--- config.mk ---
export PLATFORM = sky130hd
export DESIGN_NAME = stack_and_dual_data_pointer
export DESIGN_NICKNAME = d
export VERILOG_FILES = /design/src/include/stack_active_data_pointer_pkg.sv /design/src/hdl/pointer_pair.sv /design/src/hdl/stack_and_dual_data_pointer.sv
export VERILOG_INCLUDE_DIRS = /design/src /design/src/include
export SDC_FILE = /design/constraint.sdc
export NUM_CORES = 1
export LEC_CHECK = 0
export ABC_AREA = 0
export BUFFER_PORTS_ARGS = -buffer_cell sky130_fd_sc_hd__buf_2
export CAP_MARGIN = 25
export CORE_MARGIN = 5
export CORE_UTILIZATION = 51
export CTS_BUF_LIST = sky130_fd_sc_hd__clkbuf_8 sky130_fd_sc_hd__clkbuf_16
export CTS_CLUSTER_SIZE = 40
export DETAILED_ROUTE_END_ITERATION = 12
export GPL_ROUTABILITY_DRIVEN = 0
export PLACE_DENSITY = 0.77
export SETUP_SLACK_MARGIN = 0.15
export SYNTH_ARGS = -nofsm -noshare
export SYNTH_HDL_FRONTEND = slang
export SYNTH_SLANG_ARGS = --single-unit
--- constraint.sdc ---
create_clock -name i_sys_clk -period 1.8 [get_ports i_sys_clk]
set_input_delay 0.36 -clock i_sys_clk [delete_from_list [all_inputs] [get_ports i_sys_clk]]
set_output_delay 0.36 -clock i_sys_clk [all_outputs]
set_load 0.03 [all_outputs]
--- src/include/stack_active_data_pointer_defs.svh ---
// Register offsets, reset values and field positions of the stack and pointer block
`ifndef STACK_ACTIVE_DATA_POINTER_DEFS_SVH
`define STACK_ACTIVE_DATA_POINTER_DEFS_SVH

`define SDP_ADDR_STACK      8'h81
`define SDP_ADDR_P0_LOW     8'h82
`define SDP_ADDR_P0_HIGH    8'h83
`define SDP_ADDR_P1_LOW     8'h84
`define SDP_ADDR_P1_HIGH    8'h85
`define SDP_ADDR_CHOICE     8'h86

`define SDP_STACK_RESET     8'h07
`define SDP_BYTE_ZERO       8'h00
`define SDP_POINTER_ZERO    16'h0000
`define SDP_POINTER_ONE     16'h0001
`define SDP_STACK_STEP      8'h01
`define SDP_CHOICE_SEL_BIT  0
`define SDP_CHOICE_PAD      7'h00

`endif

--- src/include/stack_active_data_pointer_pkg.sv ---
// Types and helpers shared by the stack and pointer block
package stack_active_data_pointer_pkg;

    typedef logic [7:0]  byte_t;
    typedef logic [15:0] pointer_t;

    typedef enum logic {
        PAIR_ZERO = 1'b0,
        PAIR_ONE  = 1'b1
    } pair_sel_e;

    // Active pointer as seen by pointer instructions
    function automatic pointer_t pick_pointer(input logic     sel,
                                              input pointer_t p0,
                                              input pointer_t p1);
        pick_pointer = (sel == PAIR_ONE) ? p1 : p0;
    endfunction : pick_pointer

endpackage : stack_active_data_pointer_pkg

--- src/hdl/pointer_pair.sv ---
// One 16-bit data pointer built from a low and a high byte register
`include "stack_active_data_pointer_defs.svh"

module pointer_pair (
    input  wire logic                      i_sys_clk,
    input  wire logic                      i_resetn,
    input  wire logic                      i_low_we,
    input  wire logic                      i_high_we,
    input  wire stack_active_data_pointer_pkg::byte_t     i_wdata,
    input  wire logic                      i_load,
    input  wire stack_active_data_pointer_pkg::pointer_t  i_load_value,
    input  wire logic                      i_inc,
    output stack_active_data_pointer_pkg::pointer_t       o_pointer,
    output stack_active_data_pointer_pkg::pointer_t       o_next_pointer
);

    stack_active_data_pointer_pkg::pointer_t pointer;
    stack_active_data_pointer_pkg::pointer_t next_pointer;

    ////////////////////////////////////////////////////////////////////////////////
    // Byte stores win over whole-pointer updates; the core never issues both
    always_comb begin
        next_pointer = pointer;
        if (i_load) begin
            next_pointer = i_load_value;
        end else if (i_inc) begin
            next_pointer = pointer + `SDP_POINTER_ONE;
        end
        if (i_low_we) begin
            next_pointer[7:0] = i_wdata;
        end
        if (i_high_we) begin
            next_pointer[15:8] = i_wdata;
        end
    end

    always_ff @(posedge i_sys_clk or negedge i_resetn) begin
        if (!i_resetn) begin
            pointer <= `SDP_POINTER_ZERO;
        end else begin
            pointer <= next_pointer;
        end
    end

    assign o_pointer      = pointer;
    assign o_next_pointer = next_pointer;

endmodule : pointer_pair

--- src/hdl/stack_and_dual_data_pointer.sv ---
// Stack pointer, two data pointers and pointer choice register of the core
`include "stack_active_data_pointer_defs.svh"

// What this block does
// RL1 - Stack index pre-increments on push, post-decrements on pop
// RL2 - Stack index resets to 07h
// RL3 - First pointer is low plus high byte
// RL4 - Auxiliary pointer has its own byte pair
// RL5 - Choice bit steers pointer instructions between pairs
// RL6 - Pointer bytes, choice reset zero; upper bits zero
module stack_and_dual_data_pointer (
    input  wire logic                      i_sys_clk,
    input  wire logic                      i_resetn,
    input  wire stack_active_data_pointer_pkg::byte_t     i_sfr_addr,
    input  wire logic                      i_sfr_wr,
    input  wire stack_active_data_pointer_pkg::byte_t     i_sfr_wdata,
    input  wire logic                      i_sfr_rd,
    input  wire logic                      i_stack_push,
    input  wire logic                      i_stack_pop,
    input  wire logic                      i_active_data_pointer_load,
    input  wire stack_active_data_pointer_pkg::pointer_t  i_active_data_pointer_value,
    input  wire logic                      i_active_data_pointer_inc,
    output stack_active_data_pointer_pkg::byte_t          o_sfr_rdata,
    output logic                           o_sfr_hit,
    output stack_active_data_pointer_pkg::byte_t          o_stack_top_index,
    output stack_active_data_pointer_pkg::pointer_t       o_active_data_pointer,
    output logic                           o_pointer_choice
);

    stack_active_data_pointer_pkg::byte_t    stack_top_index;
    stack_active_data_pointer_pkg::byte_t    next_stack_top_index;
    logic                     choice;
    logic                     next_choice;
    stack_active_data_pointer_pkg::pointer_t active_data_pointer;
    stack_active_data_pointer_pkg::pointer_t next_active_data_pointer;
    stack_active_data_pointer_pkg::byte_t    rdata;
    stack_active_data_pointer_pkg::byte_t    next_rdata;
    logic                     hit;
    logic                     next_hit;
    stack_active_data_pointer_pkg::pointer_t pointer0;
    stack_active_data_pointer_pkg::pointer_t pointer1;
    stack_active_data_pointer_pkg::pointer_t next_pointer0;
    stack_active_data_pointer_pkg::pointer_t next_pointer1;
    logic                     wr_stack;
    logic                     wr_p0_low;
    logic                     wr_p0_high;
    logic                     wr_p1_low;
    logic                     wr_p1_high;
    logic                     wr_choice;
    logic                     use_pair1;

    ////////////////////////////////////////////////////////////////////////////////
    // Write decode
    assign wr_stack   = i_sfr_wr && (i_sfr_addr == `SDP_ADDR_STACK);
    assign wr_p0_low  = i_sfr_wr && (i_sfr_addr == `SDP_ADDR_P0_LOW);
    assign wr_p0_high = i_sfr_wr && (i_sfr_addr == `SDP_ADDR_P0_HIGH);
    assign wr_p1_low  = i_sfr_wr && (i_sfr_addr == `SDP_ADDR_P1_LOW);
    assign wr_p1_high = i_sfr_wr && (i_sfr_addr == `SDP_ADDR_P1_HIGH);
    assign wr_choice  = i_sfr_wr && (i_sfr_addr == `SDP_ADDR_CHOICE);
    // Steering uses the choice already stored, not one written this cycle
    assign use_pair1  = (choice == stack_active_data_pointer_pkg::PAIR_ONE); // RL5

    ////////////////////////////////////////////////////////////////////////////////
    // Pointer pairs
    pointer_pair u_pair0 (
        .i_sys_clk      (i_sys_clk),
        .i_resetn       (i_resetn),
        .i_low_we       (wr_p0_low),
        .i_high_we      (wr_p0_high),
        .i_wdata        (i_sfr_wdata),
        .i_load         (i_active_data_pointer_load && !use_pair1),
        .i_load_value   (i_active_data_pointer_value),
        .i_inc          (i_active_data_pointer_inc && !use_pair1),
        .o_pointer      (pointer0),
        .o_next_pointer (next_pointer0)
    ); // RL3

    pointer_pair u_pair1 (
        .i_sys_clk      (i_sys_clk),
        .i_resetn       (i_resetn),
        .i_low_we       (wr_p1_low),
        .i_high_we      (wr_p1_high),
        .i_wdata        (i_sfr_wdata),
        .i_load         (i_active_data_pointer_load && use_pair1),
        .i_load_value   (i_active_data_pointer_value),
        .i_inc          (i_active_data_pointer_inc && use_pair1),
        .o_pointer      (pointer1),
        .o_next_pointer (next_pointer1)
    ); // RL4

    ////////////////////////////////////////////////////////////////////////////////
    // Stack index and choice bit
    always_comb begin
        next_stack_top_index = stack_top_index;
        next_choice          = choice;
        // Push and pop together cancel out
        if (i_stack_push && !i_stack_pop) begin
            next_stack_top_index = stack_top_index + `SDP_STACK_STEP; // RL1
        end else if (i_stack_pop && !i_stack_push) begin
            next_stack_top_index = stack_top_index - `SDP_STACK_STEP; // RL1
        end
        // Software store wins over a same-cycle push or pop
        if (wr_stack) begin
            next_stack_top_index = i_sfr_wdata;
        end
        if (wr_choice) begin
            next_choice = i_sfr_wdata[`SDP_CHOICE_SEL_BIT];
        end
        next_active_data_pointer = stack_active_data_pointer_pkg::pick_pointer(next_choice, next_pointer0,
                                                                next_pointer1); // RL5
    end

    ////////////////////////////////////////////////////////////////////////////////
    // Read path, one cycle after the strobe
    always_comb begin
        next_rdata = `SDP_BYTE_ZERO;
        next_hit   = 1'b0;
        if (i_sfr_rd) begin
            next_hit = 1'b1;
            case (i_sfr_addr)
                `SDP_ADDR_STACK:   next_rdata = stack_top_index;
                `SDP_ADDR_P0_LOW:  next_rdata = pointer0[7:0];
                `SDP_ADDR_P0_HIGH: next_rdata = pointer0[15:8];
                `SDP_ADDR_P1_LOW:  next_rdata = pointer1[7:0];
                `SDP_ADDR_P1_HIGH: next_rdata = pointer1[15:8];
                `SDP_ADDR_CHOICE:  next_rdata = {`SDP_CHOICE_PAD, choice}; // RL6
                default: begin
                    next_rdata = `SDP_BYTE_ZERO;
                    next_hit   = 1'b0;
                end
            endcase
        end
    end

    always_ff @(posedge i_sys_clk or negedge i_resetn) begin
        if (!i_resetn) begin
            stack_top_index     <= `SDP_STACK_RESET; // RL2
            choice              <= 1'b0; // RL6
            active_data_pointer <= `SDP_POINTER_ZERO; // RL6
            rdata               <= `SDP_BYTE_ZERO;
            hit                 <= 1'b0;
        end else begin
            stack_top_index     <= next_stack_top_index;
            choice              <= next_choice;
            active_data_pointer <= next_active_data_pointer;
            rdata               <= next_rdata;
            hit                 <= next_hit;
        end
    end

    assign o_sfr_rdata           = rdata;
    assign o_sfr_hit             = hit;
    assign o_stack_top_index     = stack_top_index;
    assign o_active_data_pointer = active_data_pointer;
    assign o_pointer_choice      = choice;

    // Low until the first edge after reset release
    logic seen_edge;
    always_ff @(posedge i_sys_clk or negedge i_resetn) begin
        if (!i_resetn) begin
            seen_edge <= 1'b0;
        end else begin
            seen_edge <= 1'b1;
        end
    end
endmodule : stack_and_dual_data_pointer

Word level (Yosys, flattened, before mapping)
Cells that the tools add are included.
{ "classes": {"eq_ne": 6, "reduce_logical": 17, "mux": 17, "addsub": 4} }
{ "op_table": {"columns": ["cell", "n"], "rows": [
  ["16-bit 2-to-1 mux", 5],
  ["8-bit 2-to-1 mux", 8],
  ["8-bit equality test, second input constant", 6],
  ["8-bit case mux with 6 select lines", 1],
  ["16-bit by 1-bit adder with 16-bit output, second input constant", 2],
  ["1-bit logical AND", 12],
  ["8-bit by 1-bit adder with 8-bit output, second input constant", 1],
  ["8-bit by 1-bit subtractor with 8-bit output, second input constant", 1],
  ["6-bit OR reduction", 1],
  ["1-bit logical NOT", 3],
  ["1-bit 2-to-1 mux", 3],
  ["3-bit nonzero test", 1]
]} }
{ "word_totals": {"register_bits": 66, "output_inout_bits": 34} }

Logic depth before layout (Yosys ltp)
{ "logic_depth": {"depth_word": 6, "ltp_mapped": 9, "mapped_depth_nobuf": 9} }

Cells and area by module
Synthesis repeated with hierarchy kept, for this count alone.
{ "hier_totals": {"hier_cells": 442, "hier_area_um2": 4335.4} }
{ "modules_own_cells": {"columns": ["module", "seq_area_each_um2", "cells_each", "area_per_inst_um2", "instances"], "rows": [
  ["pointer_pair", 400.4, 123, 1089.8, 2],
  ["stack_and_dual_data_pointer", 854.6, 196, 2155.8, 1]
]} }

Least setup slack after synthesis
OpenSTA, ideal clock, no wires.
{ "synth_path": {"kind": "input-to-reg", "from": "input i_sfr_addr[5]", "to": "register active_data_pointer[10] (netlist: o_active_data_pointer[10])", "required_ps": 1675, "path_slack_ps": -584, "stages": 6, "n_path_buf": 1, "t_arrival_ps": 2259, "cell_sequence": "nor4b_2 nand4b_1 nor2_1 mux2i_1 buf_2 mux2_2"} }
{ "synth_between": {"elab_chain_len": 4, "elab_cells_between_ends": 10, "cone_classes": "eq/ne: 3; mux: 4; reduce/logical: 3"} }
{ "synth_rtl": {"columns": ["element", "line_no", "text"], "rows": [
  ["start: declaration", "stack_and_dual_data_pointer.sv:14", "input wire stack_active_data_pointer_pkg::byte_t i_sfr_addr,"],
  ["8-bit equality test", null, null],
  ["1-bit logical AND (on tied branches)", "stack_and_dual_data_pointer.sv:56, stack_and_dual_data_pointer.sv:58, stack_and_dual_data_pointer.sv:59", null],
  ["8-bit 2-to-1 mux / 1-bit 2-to-1 mux (equally long branches)", "pointer_pair.sv:32, stack_and_dual_data_pointer.sv:106", null],
  ["16-bit 2-to-1 mux *", "stack_active_data_pointer_pkg.sv:16", "pick_pointer = (sel == PAIR_ONE) ? p1 : p0;"],
  ["net next_active_data_pointer[10]", "stack_and_dual_data_pointer.sv:35", "stack_active_data_pointer_pkg::pointer_t next_active_data_pointer;"],
  ["end signal: assignment", "stack_and_dual_data_pointer.sv:139", "active_data_pointer <= `SDP_POINTER_ZERO;"],
  ["end signal: assignment", "stack_and_dual_data_pointer.sv:145", "active_data_pointer <= next_active_data_pointer;"],
  ["end: declaration", "stack_and_dual_data_pointer.sv:34", "stack_active_data_pointer_pkg::pointer_t active_data_pointer;"]
]} }
The timed path passes the listed nets; every way through them passes the cells marked *.
A chain may end at the register's enable or synchronous reset.

Worst setup path in the final report
{ "layout_path": {"from": "register choice (netlist: o_pointer_choice)", "to": "register active_data_pointer[13] (netlist: o_active_data_pointer[13])"} }
{ "layout_between": {"elab_chain_len": 6, "elab_cells_between_ends": 13, "cone_classes": "mux: 8; reduce/logical: 5"} }
{ "layout_rtl": {"columns": ["element", "line_no", "text"], "rows": [
  ["start: declaration", "stack_and_dual_data_pointer.sv:32", "logic choice;"],
  ["start signal: assignment", "stack_and_dual_data_pointer.sv:144", "choice <= next_choice;"],
  ["1-bit logical NOT *", "stack_and_dual_data_pointer.sv:71, stack_and_dual_data_pointer.sv:73", null],
  ["1-bit logical AND", "stack_and_dual_data_pointer.sv:73", ".i_inc (i_active_data_pointer_inc && !use_pair1),"],
  ["16-bit 2-to-1 mux", "pointer_pair.sv:26", "end else if (i_inc) begin"],
  ["16-bit 2-to-1 mux *", "pointer_pair.sv:24", "if (i_load) begin"],
  ["8-bit 2-to-1 mux *", "pointer_pair.sv:32", "if (i_high_we) begin"],
  ["net next_pointer0[13]", "stack_and_dual_data_pointer.sv:42", "stack_active_data_pointer_pkg::pointer_t next_pointer0;"],
  ["16-bit 2-to-1 mux *", "stack_active_data_pointer_pkg.sv:16", null],
  ["net next_active_data_pointer[13]", "stack_and_dual_data_pointer.sv:35", null]
]} }
Marks and branches as above.

==> flow_summary.json <==
{
  "status": "complete, but fails checks",
  "violations": "negative hold slack, negative setup slack",
  "worst_clock_skew_ns": 0.0191,
  "synth.distinct_cells": 55,
  "dpl_cell_area_sq_um": 5690,
  "power_density_nw_per_um2": 1020,
  "vdd_ir_drop_max_mv": 1.15,
  "fin_ws_ns": -0.393,
  "syn_to_final_growth_pct": 76.4,
  "clock_latency_ns": 0.38,
  "synth-edff-count": 0,
  "arrival_ns": 2.48,
  "synthCells": 461,
  "dp_hpwl_mm": 11.1,
  "endpoint_kind": "flip-flop",
  "timing.max_cap.violations": 0,
  "clockRootBuffer": "clkbuf_8",
  "leakagePower_nw": 3.29,
  "drtIter0Drc": 1165,
  "max_stage_delay_ns": 0.45,
  "grt_pass1_wl_mm": 28.8,
  "tritoncts": "yes",
  "seq_area_frac_synth_pct": 40.5,
  "slew_headroom_pct": 45.2,
  "io_pins": 74,
  "total_power_mw": 7.38,
  "place_ws_ns": -0.468,
  "period_share_pct": 122,
  "slew_viol_final": 0,
  "antenna_found_initial": 1,
  "min_path_type": "primary input to async pin",
  "startpoint_type": "flip-flop",
  "cts.sinks": 66,
  "coreArea_sq_um": 7770,
  "rsz0062_at_grt": "yes",
  "finalSetupViolCount": 47,
  "crit_path_max_fanout": 8,
  "row_count": 32,
  "clockBufferDepth": 2,
  "vias_per_cell": 7.58,
  "avgSynthCellArea_sq_um": 8.88,
  "tightestPinTransition_ns": 0.822,
  "postSynth.asyncResetShare_pct": 100,
  "fmaxAchievable_mhz": 456,
  "ys.flop_type": "dfrtp_1",
  "die_w_um": 99.6,
  "track_usage_pct": 37.9,
  "final_layout_size_suffix_gt1_share_pct": 59.6,
  "initial_core_util_pct": 52.7,
  "cts_buffers": 9,
  "ys_ff_latch": 66,
  "hold_buffers": 0,
  "wl_per_cell_um": 31.0,
  "required_ns": 2.09,
  "grt_start_max_net_pins": 67,
  "wirelength_mm": 25.0,
  "cts.clk_slew.worst_paths_ns": 0.08,
  "nets": 750,
  "port_buffers": 73,
  "fin_crit_ns": 2.19,
  "postRouteAntennaNets": 0,
  "final_cell_area_sq_um": 7220,
  "syn_nets": 511,
  "grt_pass1_vias": 5434,
  "syn_area_sq_um": 4090,
  "fp.dieH_um": 99.6,
  "die_area_sq_um": 9910,
  "overflow": 0,
  "finish.utilization_pct": 92.9,
  "drc": 0,
  "worstPathCellList": "buf_6 -> buf_6 -> buf_12 -> nand2b_4 -> buf_8 -> buf_4 -> nor2_2 -> mux2i_1 -> o21a_1 -> nor2_2 -> a31oi_1",
  "synthesis.yosys.warnings": 0,
  "dr.pass1.iters": 12,
  "slowest_stage": "dfrtp_2",
  "ctsHtreeMaxLevel": 3,
  "hold_viol": 6,
  "vias": 6121,
  "crit_type": "flip-flop to flip-flop",
  "timing.hold.ws_ns": -0.00402
}
-- routing by layer --
layer | wire length, um | track usage (%)
met1 | 7830 | 45.0
met2 | 10500 | 58.8
met3 | 3800 | 10.8
met4 | 2770 | 26.9
met5 | 80 | 0
-- worst max-delay path: cells and delay by family, from the launching register on --
kind / cells / cell delay (ns)
buffers and inverters: 5 / 0.68
flip-flops: 1 / 0.45
AO/OA/AOI/OAI: 2 / 0.45
AND/OR/NAND/NOR: 3 / 0.31
multiplexers: 1 / 0.21
-- registers in the layout, summed over array words and instances, names as in the netlist --
name and count:
u_pair1.o_pointer 16, o_pointer_choice 1, o_sfr_hit 1, o_sfr_rdata 8
o_active_data_pointer 16, o_stack_top_index 8, u_pair0.o_pointer 16
-- final timing paths --
path,cells past startpoint,from,slack [ns],end
setup / recovery,11,o_pointer_choice,-0.39,o_active_data_pointer[13]
hold / removal,2,i_resetn,-0.004,u_pair1.o_pointer[1]
setup reg to reg,11,o_pointer_choice,-0.39,o_active_data_pointer[13]
hold reg to reg,2,o_stack_top_index[6],0.75,o_stack_top_index[6]
max in group asynchronous,2,i_resetn,1.47,u_pair1.o_pointer[12]
min in group i_sys_clk,3,i_sfr_wdata[4],0.33,u_pair1.o_pointer[12]
-- through the flow --
step                      setup TNS [ns]  std cells
after global placement             -9.27        736
after floorplan                    -2.64        461
after global routing               -8.50        807
final                              -7.85        808
after detailed placement          -11.46        736
after CTS                         -0.767        779
-- layout make-up --
class                   instances  area [sq um]
clock inverters                 7          38.8
clock buffers                   9           124
well taps                     102           128
diodes                          1          2.50
flip-flops and latches         66          1660
fillers                       237           549
multi-input cells             360          3200
repair buffers                249          2010
inverters                      14          57.6
-- synthesized netlist by cell type (all sizes together) (6+ instances only) --
| cell type | n | area share, % |
|---|---|---|
| buf | 7 | 0.95 |
| nand3 | 14 | 1.7 |
| a222oi | 7 | 1.7 |
| mux2i | 7 | 1.7 |
| o21ai | 21 | 2.6 |
| a31oi | 9 | 1.4 |
| mux2 | 17 | 4.7 |
| nor2 | 58 | 5.3 |
| a211oi | 6 | 1.1 |
| o211ai | 6 | 1.1 |
| a22oi | 6 | 1.1 |
| inv | 14 | 1.3 |
| clkbuf | 14 | 1.3 |
| nand4 | 9 | 1.4 |
| ha | 9 | 2.8 |
| xnor2 | 20 | 4.3 |
| a21oi | 33 | 4.0 |
| nor3 | 16 | 2.3 |
| a21o | 6 | 1.1 |
| nor4 | 7 | 1.4 |
| nand2 | 52 | 4.8 |
| dfrtp | 63 | 39 |
| xor2 | 8 | 1.7 |
-- where the power goes --
| group | total [mW] | internal (mW) | switching (mW) |
|---|---|---|---|
| clock network | 1.14 | 0.485 | 0.660 |
| logic | 4.04 | 1.83 | 2.21 |
| registers | 2.19 | 1.81 | 0.383 |
| total | 7.38 | 4.13 | 3.25 |
-- layout by cell type (no fill, tap or decap), types with 5 or more instances in the layout --
master and n:
buf_2 68, o211ai_1 6, clkbuf_8 9, buf_12 7, mux2i_1 6, nand3_1 8
nor2_1 39, a31oi_1 5, a22oi_1 6, mux2_4 14, buf_4 127, nor3_1 5
a21o_1 6, nor4_4 6, ha_4 5, a21oi_1 23, o21ai_0 9, xnor2_1 11
nor3_4 7, nand4_1 9, nand2_2 10, buf_6 41, nor2_2 8, dfrtp_1 59
xnor2_2 8, o21ai_2 11, nand2_1 38, a21oi_2 9, nor2_4 11, xor2_1 6
inv_1 12, a222oi_1 7
-- logic make-up after synthesis --
group	synth area share, %
simple gates	21.9
compound gates	18.5
flops	40.5
buf+inv	3.52
xor+xnor	5.99
mux	6.39
fa+ha+maj	3.24
-- what timing repair did --
action                     4_1_cts  5_1_grt
pin swaps                       53       76
buffers inserted                26       25
gates resized for setup         84      124
gates cloned                     1        3
setup endpoints to repair       39       63
Power figures use the tool's default switching activity.
